## src/rtl/spia_pkg.sv

```systemverilog
package spia_pkg;
  localparam logic [7:0] OFS_IDENT = 8'h00;
  localparam logic [7:0] OFS_CTRL_NS = 8'h04;
  localparam logic [7:0] OFS_CTRL_S = 8'h08;
  localparam logic [7:0] OFS_CAP_NS = 8'h0c;
  localparam logic [7:0] OFS_CAP_S = 8'h10;
  localparam logic [7:0] OFS_BYP_NS = 8'h14;
  localparam logic [7:0] OFS_BYP_S = 8'h18;
  localparam logic [7:0] OFS_GLB_NS = 8'h1c;
  localparam logic [7:0] OFS_GLB_S = 8'h20;
  localparam logic [7:0] OFS_MAP_IDX = 8'h24;
  localparam logic [7:0] OFS_MAP_DATA = 8'h28;
  localparam int IDENT_PART_BIT = 0;
  localparam int CTRL_EN_BIT = 0;
  localparam int FLD_PID_LSB = 0;
  localparam int FLD_GRP_LSB = 16;
  localparam int VPART_W = 5;
  localparam logic [2:0] CFG_BYPASS = 3'b100;
  localparam logic [2:0] CFG_S1 = 3'b101;
  localparam logic [2:0] CFG_S2 = 3'b110;
  localparam logic [2:0] CFG_NESTED = 3'b111;
  localparam logic [1:0] DSS_NOSS_S2 = 2'b01;
  localparam logic [31:0] RST_WORD = 32'h0000_0000;
endpackage : spia_pkg

```

## src/rtl/spia_assign.sv

```systemverilog
`timescale 1ns/1ps
module spia_assign
  import spia_pkg::*;
#(
  parameter int AW = 48,
  parameter int PID_W = 16,
  parameter int GRP_W = 8,
  parameter int SEL_W = 1,
  parameter bit PART_PRESENT = 1'b1,
  parameter logic [15:0] MAX_PID_NS = 16'h001f,
  parameter logic [7:0] MAX_GRP_NS = 8'h03,
  parameter logic [15:0] MAX_PID_S = 16'h000f,
  parameter logic [7:0] MAX_GRP_S = 8'h01
) (
  input wire logic pclk,
  input wire logic presetn,
  input wire logic psel,
  input wire logic penable,
  input wire logic pwrite,
  input wire logic [7:0] paddr,
  input wire logic [31:0] pwdata,
  output logic [31:0] prdata,
  output logic pready,
  output logic pslverr,
  input wire logic up_valid,
  input wire logic [AW-1:0] up_addr,
  input wire logic up_secure_stream_flag,
  input wire logic up_has_substream,
  input wire logic [PID_W-1:0] up_client_partition_identifier,
  input wire logic [GRP_W-1:0] up_client_monitoring_group,
  input wire logic [2:0] entry_config,
  input wire logic entry_stage1_partition_control,
  input wire logic [1:0] entry_stage1_default_substream,
  input wire logic [PID_W-1:0] entry_partition_identifier,
  input wire logic [GRP_W-1:0] entry_monitoring_group,
  input wire logic [SEL_W-1:0] entry_vm_structure_pointer,
  input wire logic [PID_W-1:0] desc_partition_identifier,
  input wire logic [GRP_W-1:0] desc_monitoring_group,
  output logic dn_valid,
  output logic [AW-1:0] dn_addr,
  output logic [PID_W-1:0] dn_partition_identifier,
  output logic [GRP_W-1:0] dn_monitoring_group,
  output logic dn_nonsecure_partition_flag,
  output logic dn_map_used,
  output logic [PID_W-1:0] glb_partition_identifier_ns,
  output logic [GRP_W-1:0] glb_monitoring_group_ns,
  output logic [PID_W-1:0] glb_partition_identifier_s,
  output logic [GRP_W-1:0] glb_monitoring_group_s
);
  localparam int IDX_W = SEL_W + VPART_W;

  typedef struct packed {
    logic en_ns;
    logic en_s;
    logic [PID_W-1:0] byp_pid_ns;
    logic [GRP_W-1:0] byp_grp_ns;
    logic [PID_W-1:0] byp_pid_s;
    logic [GRP_W-1:0] byp_grp_s;
    logic [PID_W-1:0] glb_pid_ns;
    logic [GRP_W-1:0] glb_grp_ns;
    logic [PID_W-1:0] glb_pid_s;
    logic [GRP_W-1:0] glb_grp_s;
    logic [IDX_W-1:0] map_idx;
    logic pready;
    logic pslverr;
    logic [31:0] prdata;
    logic dn_valid;
    logic [AW-1:0] dn_addr;
    logic [PID_W-1:0] dn_pid;
    logic [GRP_W-1:0] dn_grp;
    logic dn_ns;
    logic dn_map;
  } spia_state_t;

  spia_state_t q, d;

  logic acc_setup;
  logic acc_commit;
  logic wr_commit;
  logic hit;
  logic [31:0] rd_val;
  logic sup_ns;
  logic sup_s;
  logic req_sup;
  logic req_en;
  logic req_struct_ok;
  logic [2:0] cfg_eff;
  logic [PID_W-1:0] sel_pid;
  logic [GRP_W-1:0] sel_grp;
  logic sel_map;
  logic map_we;
  logic [PID_W-1:0] map_lk_data;
  logic [PID_W-1:0] map_sw_data;
  logic [IDX_W-1:0] map_lk_idx;

  // one wait state: pready rises one cycle into the access phase
  assign acc_setup = psel & penable & ~q.pready;
  assign acc_commit = psel & penable & q.pready;
  assign wr_commit = acc_commit & pwrite;
  assign map_we = wr_commit & (paddr == OFS_MAP_DATA);

  assign sup_ns = PART_PRESENT && ((MAX_PID_NS != '0) || (MAX_GRP_NS != '0));
  assign sup_s = PART_PRESENT && ((MAX_PID_S != '0) || (MAX_GRP_S != '0));
  assign req_sup = up_secure_stream_flag ? sup_s : sup_ns;
  assign req_en = up_secure_stream_flag ? q.en_s : q.en_ns;
  // a zero partition maximum means no map structure exists for that state
  assign req_struct_ok = up_secure_stream_flag ? (MAX_PID_S != '0) : (MAX_PID_NS != '0);
  assign map_lk_idx = {entry_vm_structure_pointer, desc_partition_identifier[VPART_W-1:0]};

  always_comb begin
    cfg_eff = entry_config;
    if (entry_config == CFG_NESTED && entry_stage1_default_substream == DSS_NOSS_S2
        && !up_has_substream) begin
      cfg_eff = CFG_S2;
    end
  end

  // client-supplied identifier inputs are deliberately never read
  always_comb begin
    sel_pid = '0;
    sel_grp = '0;
    sel_map = 1'b0;
    if (!req_sup) begin
      sel_pid = '0;
      sel_grp = '0;
    end else if (!req_en) begin
      sel_pid = up_secure_stream_flag ? q.byp_pid_s : q.byp_pid_ns;
      sel_grp = up_secure_stream_flag ? q.byp_grp_s : q.byp_grp_ns;
    end else begin
      sel_pid = entry_partition_identifier;
      sel_grp = entry_monitoring_group;
      unique case (cfg_eff)
        CFG_S1: begin
          if (entry_stage1_partition_control) begin
            sel_pid = desc_partition_identifier;
            sel_grp = desc_monitoring_group;
          end
        end
        CFG_NESTED: begin
          if (entry_stage1_partition_control && req_struct_ok) begin
            sel_pid = map_lk_data;
            sel_grp = desc_monitoring_group;
            sel_map = 1'b1;
          end
        end
        default: begin
          sel_pid = entry_partition_identifier;
          sel_grp = entry_monitoring_group;
        end
      endcase
    end
  end

  always_comb begin
    hit = 1'b1;
    rd_val = RST_WORD;
    unique case (paddr)
      OFS_IDENT: rd_val[IDENT_PART_BIT] = PART_PRESENT;
      OFS_CTRL_NS: rd_val[CTRL_EN_BIT] = q.en_ns;
      OFS_CTRL_S: rd_val[CTRL_EN_BIT] = q.en_s;
      OFS_CAP_NS: begin
        if (PART_PRESENT) begin
          rd_val[FLD_PID_LSB +: 16] = MAX_PID_NS;
          rd_val[FLD_GRP_LSB +: 8] = MAX_GRP_NS;
        end
      end
      OFS_CAP_S: begin
        if (PART_PRESENT) begin
          rd_val[FLD_PID_LSB +: 16] = MAX_PID_S;
          rd_val[FLD_GRP_LSB +: 8] = MAX_GRP_S;
        end
      end
      OFS_BYP_NS: begin
        rd_val[FLD_PID_LSB +: PID_W] = q.byp_pid_ns;
        rd_val[FLD_GRP_LSB +: GRP_W] = q.byp_grp_ns;
      end
      OFS_BYP_S: begin
        rd_val[FLD_PID_LSB +: PID_W] = q.byp_pid_s;
        rd_val[FLD_GRP_LSB +: GRP_W] = q.byp_grp_s;
      end
      OFS_GLB_NS: begin
        rd_val[FLD_PID_LSB +: PID_W] = q.glb_pid_ns;
        rd_val[FLD_GRP_LSB +: GRP_W] = q.glb_grp_ns;
      end
      OFS_GLB_S: begin
        rd_val[FLD_PID_LSB +: PID_W] = q.glb_pid_s;
        rd_val[FLD_GRP_LSB +: GRP_W] = q.glb_grp_s;
      end
      OFS_MAP_IDX: rd_val[IDX_W-1:0] = q.map_idx;
      OFS_MAP_DATA: rd_val[PID_W-1:0] = map_sw_data;
      default: hit = 1'b0;
    endcase
  end

  always_comb begin
    d = q;
    d.pready = acc_setup;
    d.pslverr = acc_setup & ~hit;
    d.prdata = (acc_setup && !pwrite && hit) ? rd_val : RST_WORD;
    if (wr_commit) begin
      unique case (paddr)
        OFS_CTRL_NS: d.en_ns = pwdata[CTRL_EN_BIT];
        OFS_CTRL_S: d.en_s = pwdata[CTRL_EN_BIT];
        OFS_BYP_NS: begin
          d.byp_pid_ns = pwdata[FLD_PID_LSB +: PID_W];
          d.byp_grp_ns = pwdata[FLD_GRP_LSB +: GRP_W];
        end
        OFS_BYP_S: begin
          d.byp_pid_s = pwdata[FLD_PID_LSB +: PID_W];
          d.byp_grp_s = pwdata[FLD_GRP_LSB +: GRP_W];
        end
        OFS_GLB_NS: begin
          d.glb_pid_ns = pwdata[FLD_PID_LSB +: PID_W];
          d.glb_grp_ns = pwdata[FLD_GRP_LSB +: GRP_W];
        end
        OFS_GLB_S: begin
          d.glb_pid_s = pwdata[FLD_PID_LSB +: PID_W];
          d.glb_grp_s = pwdata[FLD_GRP_LSB +: GRP_W];
        end
        OFS_MAP_IDX: d.map_idx = pwdata[IDX_W-1:0];
        default: d.en_ns = q.en_ns;
      endcase
    end
    d.dn_valid = up_valid;
    if (up_valid) begin
      d.dn_addr = up_addr;
      d.dn_pid = sel_pid;
      d.dn_grp = sel_grp;
      d.dn_ns = ~up_secure_stream_flag;
      d.dn_map = sel_map;
    end
  end

  always_ff @(posedge pclk or negedge presetn) begin
    if (!presetn) begin
      q <= '0;
    end else begin
      q <= d;
    end
  end

  spia_map_store #(
    .IDX_W(IDX_W),
    .DW(PID_W)
  ) u_map (
    .pclk(pclk),
    .presetn(presetn),
    .wr_en(map_we),
    .wr_idx(q.map_idx),
    .wr_data(pwdata[PID_W-1:0]),
    .lk_idx(map_lk_idx),
    .lk_data(map_lk_data),
    .sw_idx(q.map_idx),
    .sw_data(map_sw_data)
  );

  assign prdata = q.prdata;
  assign pready = q.pready;
  assign pslverr = q.pslverr;
  assign dn_valid = q.dn_valid;
  assign dn_addr = q.dn_addr;
  assign dn_partition_identifier = q.dn_pid;
  assign dn_monitoring_group = q.dn_grp;
  assign dn_nonsecure_partition_flag = q.dn_ns;
  assign dn_map_used = q.dn_map;
  assign glb_partition_identifier_ns = q.glb_pid_ns;
  assign glb_monitoring_group_ns = q.glb_grp_ns;
  assign glb_partition_identifier_s = q.glb_pid_s;
  assign glb_monitoring_group_s = q.glb_grp_s;

  property p_ns_flag;
    @(posedge pclk) disable iff (!presetn)
      up_valid |=> dn_valid && (dn_nonsecure_partition_flag == !$past(up_secure_stream_flag));
  endproperty
  a_ns_flag: assert property (p_ns_flag) else $error("non-secure flag wrong");

  property p_unsup;
    @(posedge pclk) disable iff (!presetn)
      up_valid && !req_sup |=> dn_partition_identifier == '0 && dn_monitoring_group == '0;
  endproperty
  a_unsup: assert property (p_unsup) else $error("unsupported state got ids");

  property p_bypass;
    @(posedge pclk) disable iff (!presetn)
      up_valid && req_sup && !req_en && !up_secure_stream_flag
      |=> dn_partition_identifier == $past(q.byp_pid_ns) && !dn_map_used;
  endproperty
  a_bypass: assert property (p_bypass) else $error("bypass id wrong");

  property p_ste_cfg;
    @(posedge pclk) disable iff (!presetn)
      up_valid && req_sup && req_en && (cfg_eff == CFG_BYPASS || cfg_eff == CFG_S2)
      |=> dn_partition_identifier == $past(entry_partition_identifier)
          && dn_monitoring_group == $past(entry_monitoring_group);
  endproperty
  a_ste_cfg: assert property (p_ste_cfg) else $error("entry ids not used");

  property p_s1_cd;
    @(posedge pclk) disable iff (!presetn)
      up_valid && req_sup && req_en && entry_config == CFG_S1 && entry_stage1_partition_control
      |=> dn_partition_identifier == $past(desc_partition_identifier);
  endproperty
  a_s1_cd: assert property (p_s1_cd) else $error("descriptor id not used");

  property p_nested_map;
    @(posedge pclk) disable iff (!presetn)
      up_valid && req_sup && req_en && cfg_eff == CFG_NESTED
      && entry_stage1_partition_control && req_struct_ok
      |=> dn_map_used && dn_partition_identifier == $past(map_lk_data)
          && dn_monitoring_group == $past(desc_monitoring_group);
  endproperty
  a_nested_map: assert property (p_nested_map) else $error("nested map not applied");

  property p_no_map;
    @(posedge pclk) disable iff (!presetn)
      up_valid && (entry_config != CFG_NESTED || !entry_stage1_partition_control)
      |=> !dn_map_used;
  endproperty
  a_no_map: assert property (p_no_map) else $error("map used wrongly");

  property p_stage1_default_substream;
    @(posedge pclk) disable iff (!presetn)
      up_valid && req_sup && req_en && entry_config == CFG_NESTED && !up_has_substream
      && entry_stage1_default_substream == DSS_NOSS_S2
      |=> !dn_map_used && dn_partition_identifier == $past(entry_partition_identifier);
  endproperty
  a_stage1_default_substream: assert property (p_stage1_default_substream) else $error("no-substream rule broken");

  property p_no_struct;
    @(posedge pclk) disable iff (!presetn)
      up_valid && !req_struct_ok |=> !dn_map_used;
  endproperty
  a_no_struct: assert property (p_no_struct) else $error("map used without structure");

  property p_glb;
    @(posedge pclk) disable iff (!presetn)
      wr_commit && paddr == OFS_GLB_S
      |=> glb_partition_identifier_s == $past(pwdata[PID_W-1:0]);
  endproperty
  a_glb: assert property (p_glb) else $error("global config not stored");
endmodule : spia_assign

```

## src/rtl/spia_map_store.sv

```systemverilog
`timescale 1ns/1ps
module spia_map_store #(
  parameter int IDX_W = 6,
  parameter int DW = 16
) (
  input wire logic pclk,
  input wire logic presetn,
  input wire logic wr_en,
  input wire logic [IDX_W-1:0] wr_idx,
  input wire logic [DW-1:0] wr_data,
  input wire logic [IDX_W-1:0] lk_idx,
  output logic [DW-1:0] lk_data,
  input wire logic [IDX_W-1:0] sw_idx,
  output logic [DW-1:0] sw_data
);
  localparam int ENTRIES = 1 << IDX_W;
  typedef struct packed {
    logic [ENTRIES-1:0][DW-1:0] ent;
  } spia_map_state_t;
  spia_map_state_t map_q, map_d;

  always_comb begin
    map_d = map_q;
    if (wr_en) begin
      map_d.ent[wr_idx] = wr_data;
    end
  end

  always_ff @(posedge pclk or negedge presetn) begin
    if (!presetn) begin
      map_q <= '0;
    end else begin
      map_q <= map_d;
    end
  end

  // read ports are combinational; the top registers the looked-up value
  assign lk_data = map_q.ent[lk_idx];
  assign sw_data = map_q.ent[sw_idx];
endmodule : spia_map_store

```

## config.mk

```make
export PLATFORM = sky130hd
export DESIGN_NAME = spia_assign
export DESIGN_NICKNAME = d
export VERILOG_FILES = /design/src/rtl/spia_pkg.sv /design/src/rtl/spia_assign.sv /design/src/rtl/spia_map_store.sv
export SDC_FILE = /design/constraint.sdc
export NUM_CORES = 2
export LEC_CHECK = 0
export ABC_AREA = 1
export BUFFER_PORTS_ARGS = -buffer_cell sky130_fd_sc_hd__clkbuf_2
export CAP_MARGIN = 25
export CORE_MARGIN = 2
export CORE_UTILIZATION = 41
export CTS_BUF_LIST = sky130_fd_sc_hd__clkbuf_4
export DETAILED_ROUTE_END_ITERATION = 12
export GPL_ROUTABILITY_DRIVEN = 0
export PLACE_DENSITY = 0.58
export SLEW_MARGIN = 20
export SYNTH_ARGS = -nofsm -noshare
export SYNTH_HDL_FRONTEND = slang
export SYNTH_HIERARCHICAL = 1
export SYNTH_SLANG_ARGS = --single-unit
```

## constraint.sdc

```tcl
create_clock -name pclk -period 2.55 [get_ports pclk]
set_input_delay 0.51 -clock pclk [delete_from_list [all_inputs] [get_ports pclk]]
set_output_delay 0.51 -clock pclk [all_outputs]
set_load 0.01 [all_outputs]
```

==> qor.txt <==
vias - 72,900
power density cells - 504 nW/um2
Flop pwr share - 46.4%
row count - 149
largest net degree at the start of global routing - 87
critical path data required time - 3810 ps
TritonCTS buffer count - 361
Setup WS post-layout - -36.7 ps
# Max-Cap Violations - 0
Clock Tree Buf Depth - 4
post-synthesis register bit count - 1,229
crit share post-route - 101%
Mapped Cells - 9,727
clock skew - 110 ps
Static Leak - 38.9 nW
Hold WS - 92.3 ps
Die X - 410 um
sequential area share after synthesis - 45.5%
Setup crit start - q[109]$_DFFE_PN0P_
slack of the worst reg-to-reg path - -40 ps
Final Power - 42.4 mW
synth warn - 6
DR pass1 iterations - 8
status - finished with violations
final setup fails - 3
CTS tree - done
# DRC - 0
RSZ-0062 raised after global routing - true
synth unique cells - 31
post-route ant nets - 0
Final Critical Period - 2590 ps
Slew Limit Headroom - 53.0%
Post-DP HPWL - 174 mm
htree depth - 5
worst setup path category - flip-flop to flip-flop
worst r2r src - q[109]$_DFFE_PN0P_
switching part of the total - 27.9%
worst skew pair latency - 1370 ps
hold_sp - pwdata[8]
Critical Path Start Type - flip-flop
Worst Path Max Fanout - 20
Logic pwr share - 10.3%
GR Util All Layers - 32.9%
Internal Pwr Total - 30.6 mW
PortBufs - 291
Setup crit end - prdata[5]$_DFF_PN0_
Hold Path Class - primary input to flip-flop
Initial Util - 41.1%
number of global-route vias before repair - 69,000
Layout Nets - 10,600
setup TNS - -74.7 ps
Post-Syn Area - 67,600 um2
drt total wl - 286 mm
violated checks - negative setup slack
vias per cell - 5.66
Peak VDD IR - 0.470 mV
Root Driver - clkbuf_4
Max Clk Rate - 387 MHz
initial antenna violation count - 11
worst slew pin tran - 704 ps
initial detailed-routing violation count - 9,181
CTS sink count - 1,229
fill count - 15,800
layout cell share with drive strength beyond 1 - 15.5%
area of the core - 164,000 um2
grt ovf - 0
NetSw - 11.8 mW
Final Hold Viols - 0
average wire per standard cell - 22.2 um
worst path arrival time - 3850 ps
global-route wire length before repair - 425 mm
clock network fraction of total power - 43.3%
area grow syn2layout - 24.6%
hold path depth - 4
Reg2Reg Capture Point - prdata[5]$_DFF_PN0_
fin. max-slew vios - 0
die area - 168,000 um2
Clock transition at path regs - 60 ps
die height - 410 um
Reg2Reg Depth - 19
I/O Pins - 332
Avg Cell Area, Syn - 6.95 um2
critical path endpoint category - flip-flop
layout by cell type (no fill, tap or decap), types with 258 or more instances in the layout:
cell           synthesis  routed
o21ai_0              863     863
buf_4                168     380
clkbuf_2               0     282
dfrtp_1             1229    1222
a21oi_1              258     258
nand3_1             1775    1727
nand2_1             4076    4045
clkbuf_4               0     521
dlygate4sd3_1          0     355
nor2_1               283     280
worst min-delay path by stage:
| stage | to | slack, ps |
|---|---|---|
| 6_report | glb_partition_identifier_s[8]$_DFFE_PN0P_ | 90 |
| 5_1_grt | glb_partition_identifier_ns[6]$_DFFE_PN0P_ | 50 |
| 4_1_cts | glb_partition_identifier_s[8]$_DFFE_PN0P_ | 7 |
| 3_5_place_dp | dn_addr[8]$_DFFE_PN0P_ | 420 |
| 3_3_place_gp | dn_addr[10]$_DFFE_PN0P_ | 430 |
| 2_1_floorplan | dn_addr[0]$_DFFE_PN0P_ | 210 |
through the flow:
step | setup WS (ps) | instances | cell area, um2 | utilization [%]
6_report | -36.7 | 12900 | 84200 | 51.3
3_5_place_dp | -320 | 11800 | 74800 | 45.5
3_3_place_gp | -298 | 11800 | 74800 | 45.5
4_1_cts | -92.5 | 12800 | 82900 | 50.5
2_1_floorplan | 83.1 | 9734 | 67600 | -
5_1_grt | -54.9 | 12900 | 84200 | 51.2
cell type report:
type                            count  area, um2  share of cell area [%]
Antenna cell                        9       22.5                  0.0268
Sequential cell                  1229      30800                    36.6
Clock inverter                     81        364                   0.433
Clock buffer                      520       3900                    4.64
Tap cell                         2189       2740                    3.25
Timing Repair Buffer             1297      13300                    15.8
Multi-Input combinational cell   7426      32500                    38.6
Inverter                          127        554                   0.658
Timing Repair inverter              1       8.76                  0.0104
flip-flops by register name, summed over array words and instances, names as in the netlist:
signal	flops
u_map/map_q	1024
q	56
dn_addr	48
prdata	24
dn_partition_identifier	16
glb_partition_identifier_ns	16
glb_partition_identifier_s	16
dn_monitoring_group	8
glb_monitoring_group_ns	8
glb_monitoring_group_s	8
dn_map_used	1
dn_nonsecure_partition_flag	1
dn_valid	1
pready	1
pslverr	1
Yosys cell counts:
library cell	instances	area, um2
buf_4	168	1260
nor2_2	8	50.1
a21oi_1	258	1290
nor3_2	2	20.0
nor3_1	5	25.0
inv_2	13	48.8
conb_1	1	3.75
o21ai_2	4	35.0
nand4_1	6	37.5
nor4_4	8	170
nand3b_1	1	7.51
o21ai_0	863	4320
o21ai_1	98	490
nand2_1	4076	15300
nand3_2	2	20.0
o41ai_1	1	8.76
inv_1	97	364
buf_2	65	325
clkinv_1	17	63.8
clkbuf_1	642	2410
nor2_1	283	1060
buf_1	70	263
buf_6	7	78.8
mux2_2	2	22.5
nor2_4	11	124
a21boi_0	1	7.51
nand3_1	1775	8880
nand2_2	7	43.8
dfrtp_1	1229	30800
nor3_4	5	81.3
a31oi_1	2	12.5
logic make-up after synthesis:
| family | count (synthesis) | synth area share, % |
|---|---|---|
| AOI/OAI and AO/OA | 1227 | 9.12 |
| buffers and inverters | 1079 | 7.12 |
| muxes | 2 | 0.0333 |
| other | 1 | 0.00555 |
| DFF | 1229 | 45.5 |
| and+or+nand+nor | 6189 | 38.2 |
routing by layer:
layer | global-route usage [%] | share of wire [%] | vias to the layer above
li1 | - | - | 33200
met1 | 43.8 | 40 | 34400
met2 | 49.7 | 44 | 4440
met3 | 7.49 | 11 | 903
met4 | 17.8 | 5.6 | 12
met5 | 0 | 0.035 | -
critical path, cell delays in order (launching register included):
cell     delay [ps]
dfrtp_4         490
buf_12          170
inv_6           130
buf_4           140
buf_12          150
nand2_1          60
nand3_1          60
nand3_1          70
nand2_1         170
nand2_1         150
nand3_2         140
nand3_1         110
buf_4           190
nand2_1          60
nand2_1          50
nand2_1         100
inv_1            50
nand2_1          60
nor2_1           40
nor2_1           90
power by group through the flow:
stage,registers (mW),clock network (mW),logic [mW]
final,19.7,18.4,4.36
after global routing,19.7,19.8,4.61
after CTS,19.7,18.8,4.19
after detailed placement,20.0,0,3.69
after global placement,20.0,0,3.68
after floorplan,20.0,0,1.62
what timing repair did:
item | CTS | global route
cloned | 2 | 15
hold buffers | 357 | 0
buffers inserted | 13 | 37
endpoints found under the setup margin | 97 | 316
pin swaps | 2 | 6
endpoints found under the hold margin | 2431 | 0
gates resized for setup | 28 | 132
Power figures use the tool's default switching activity.
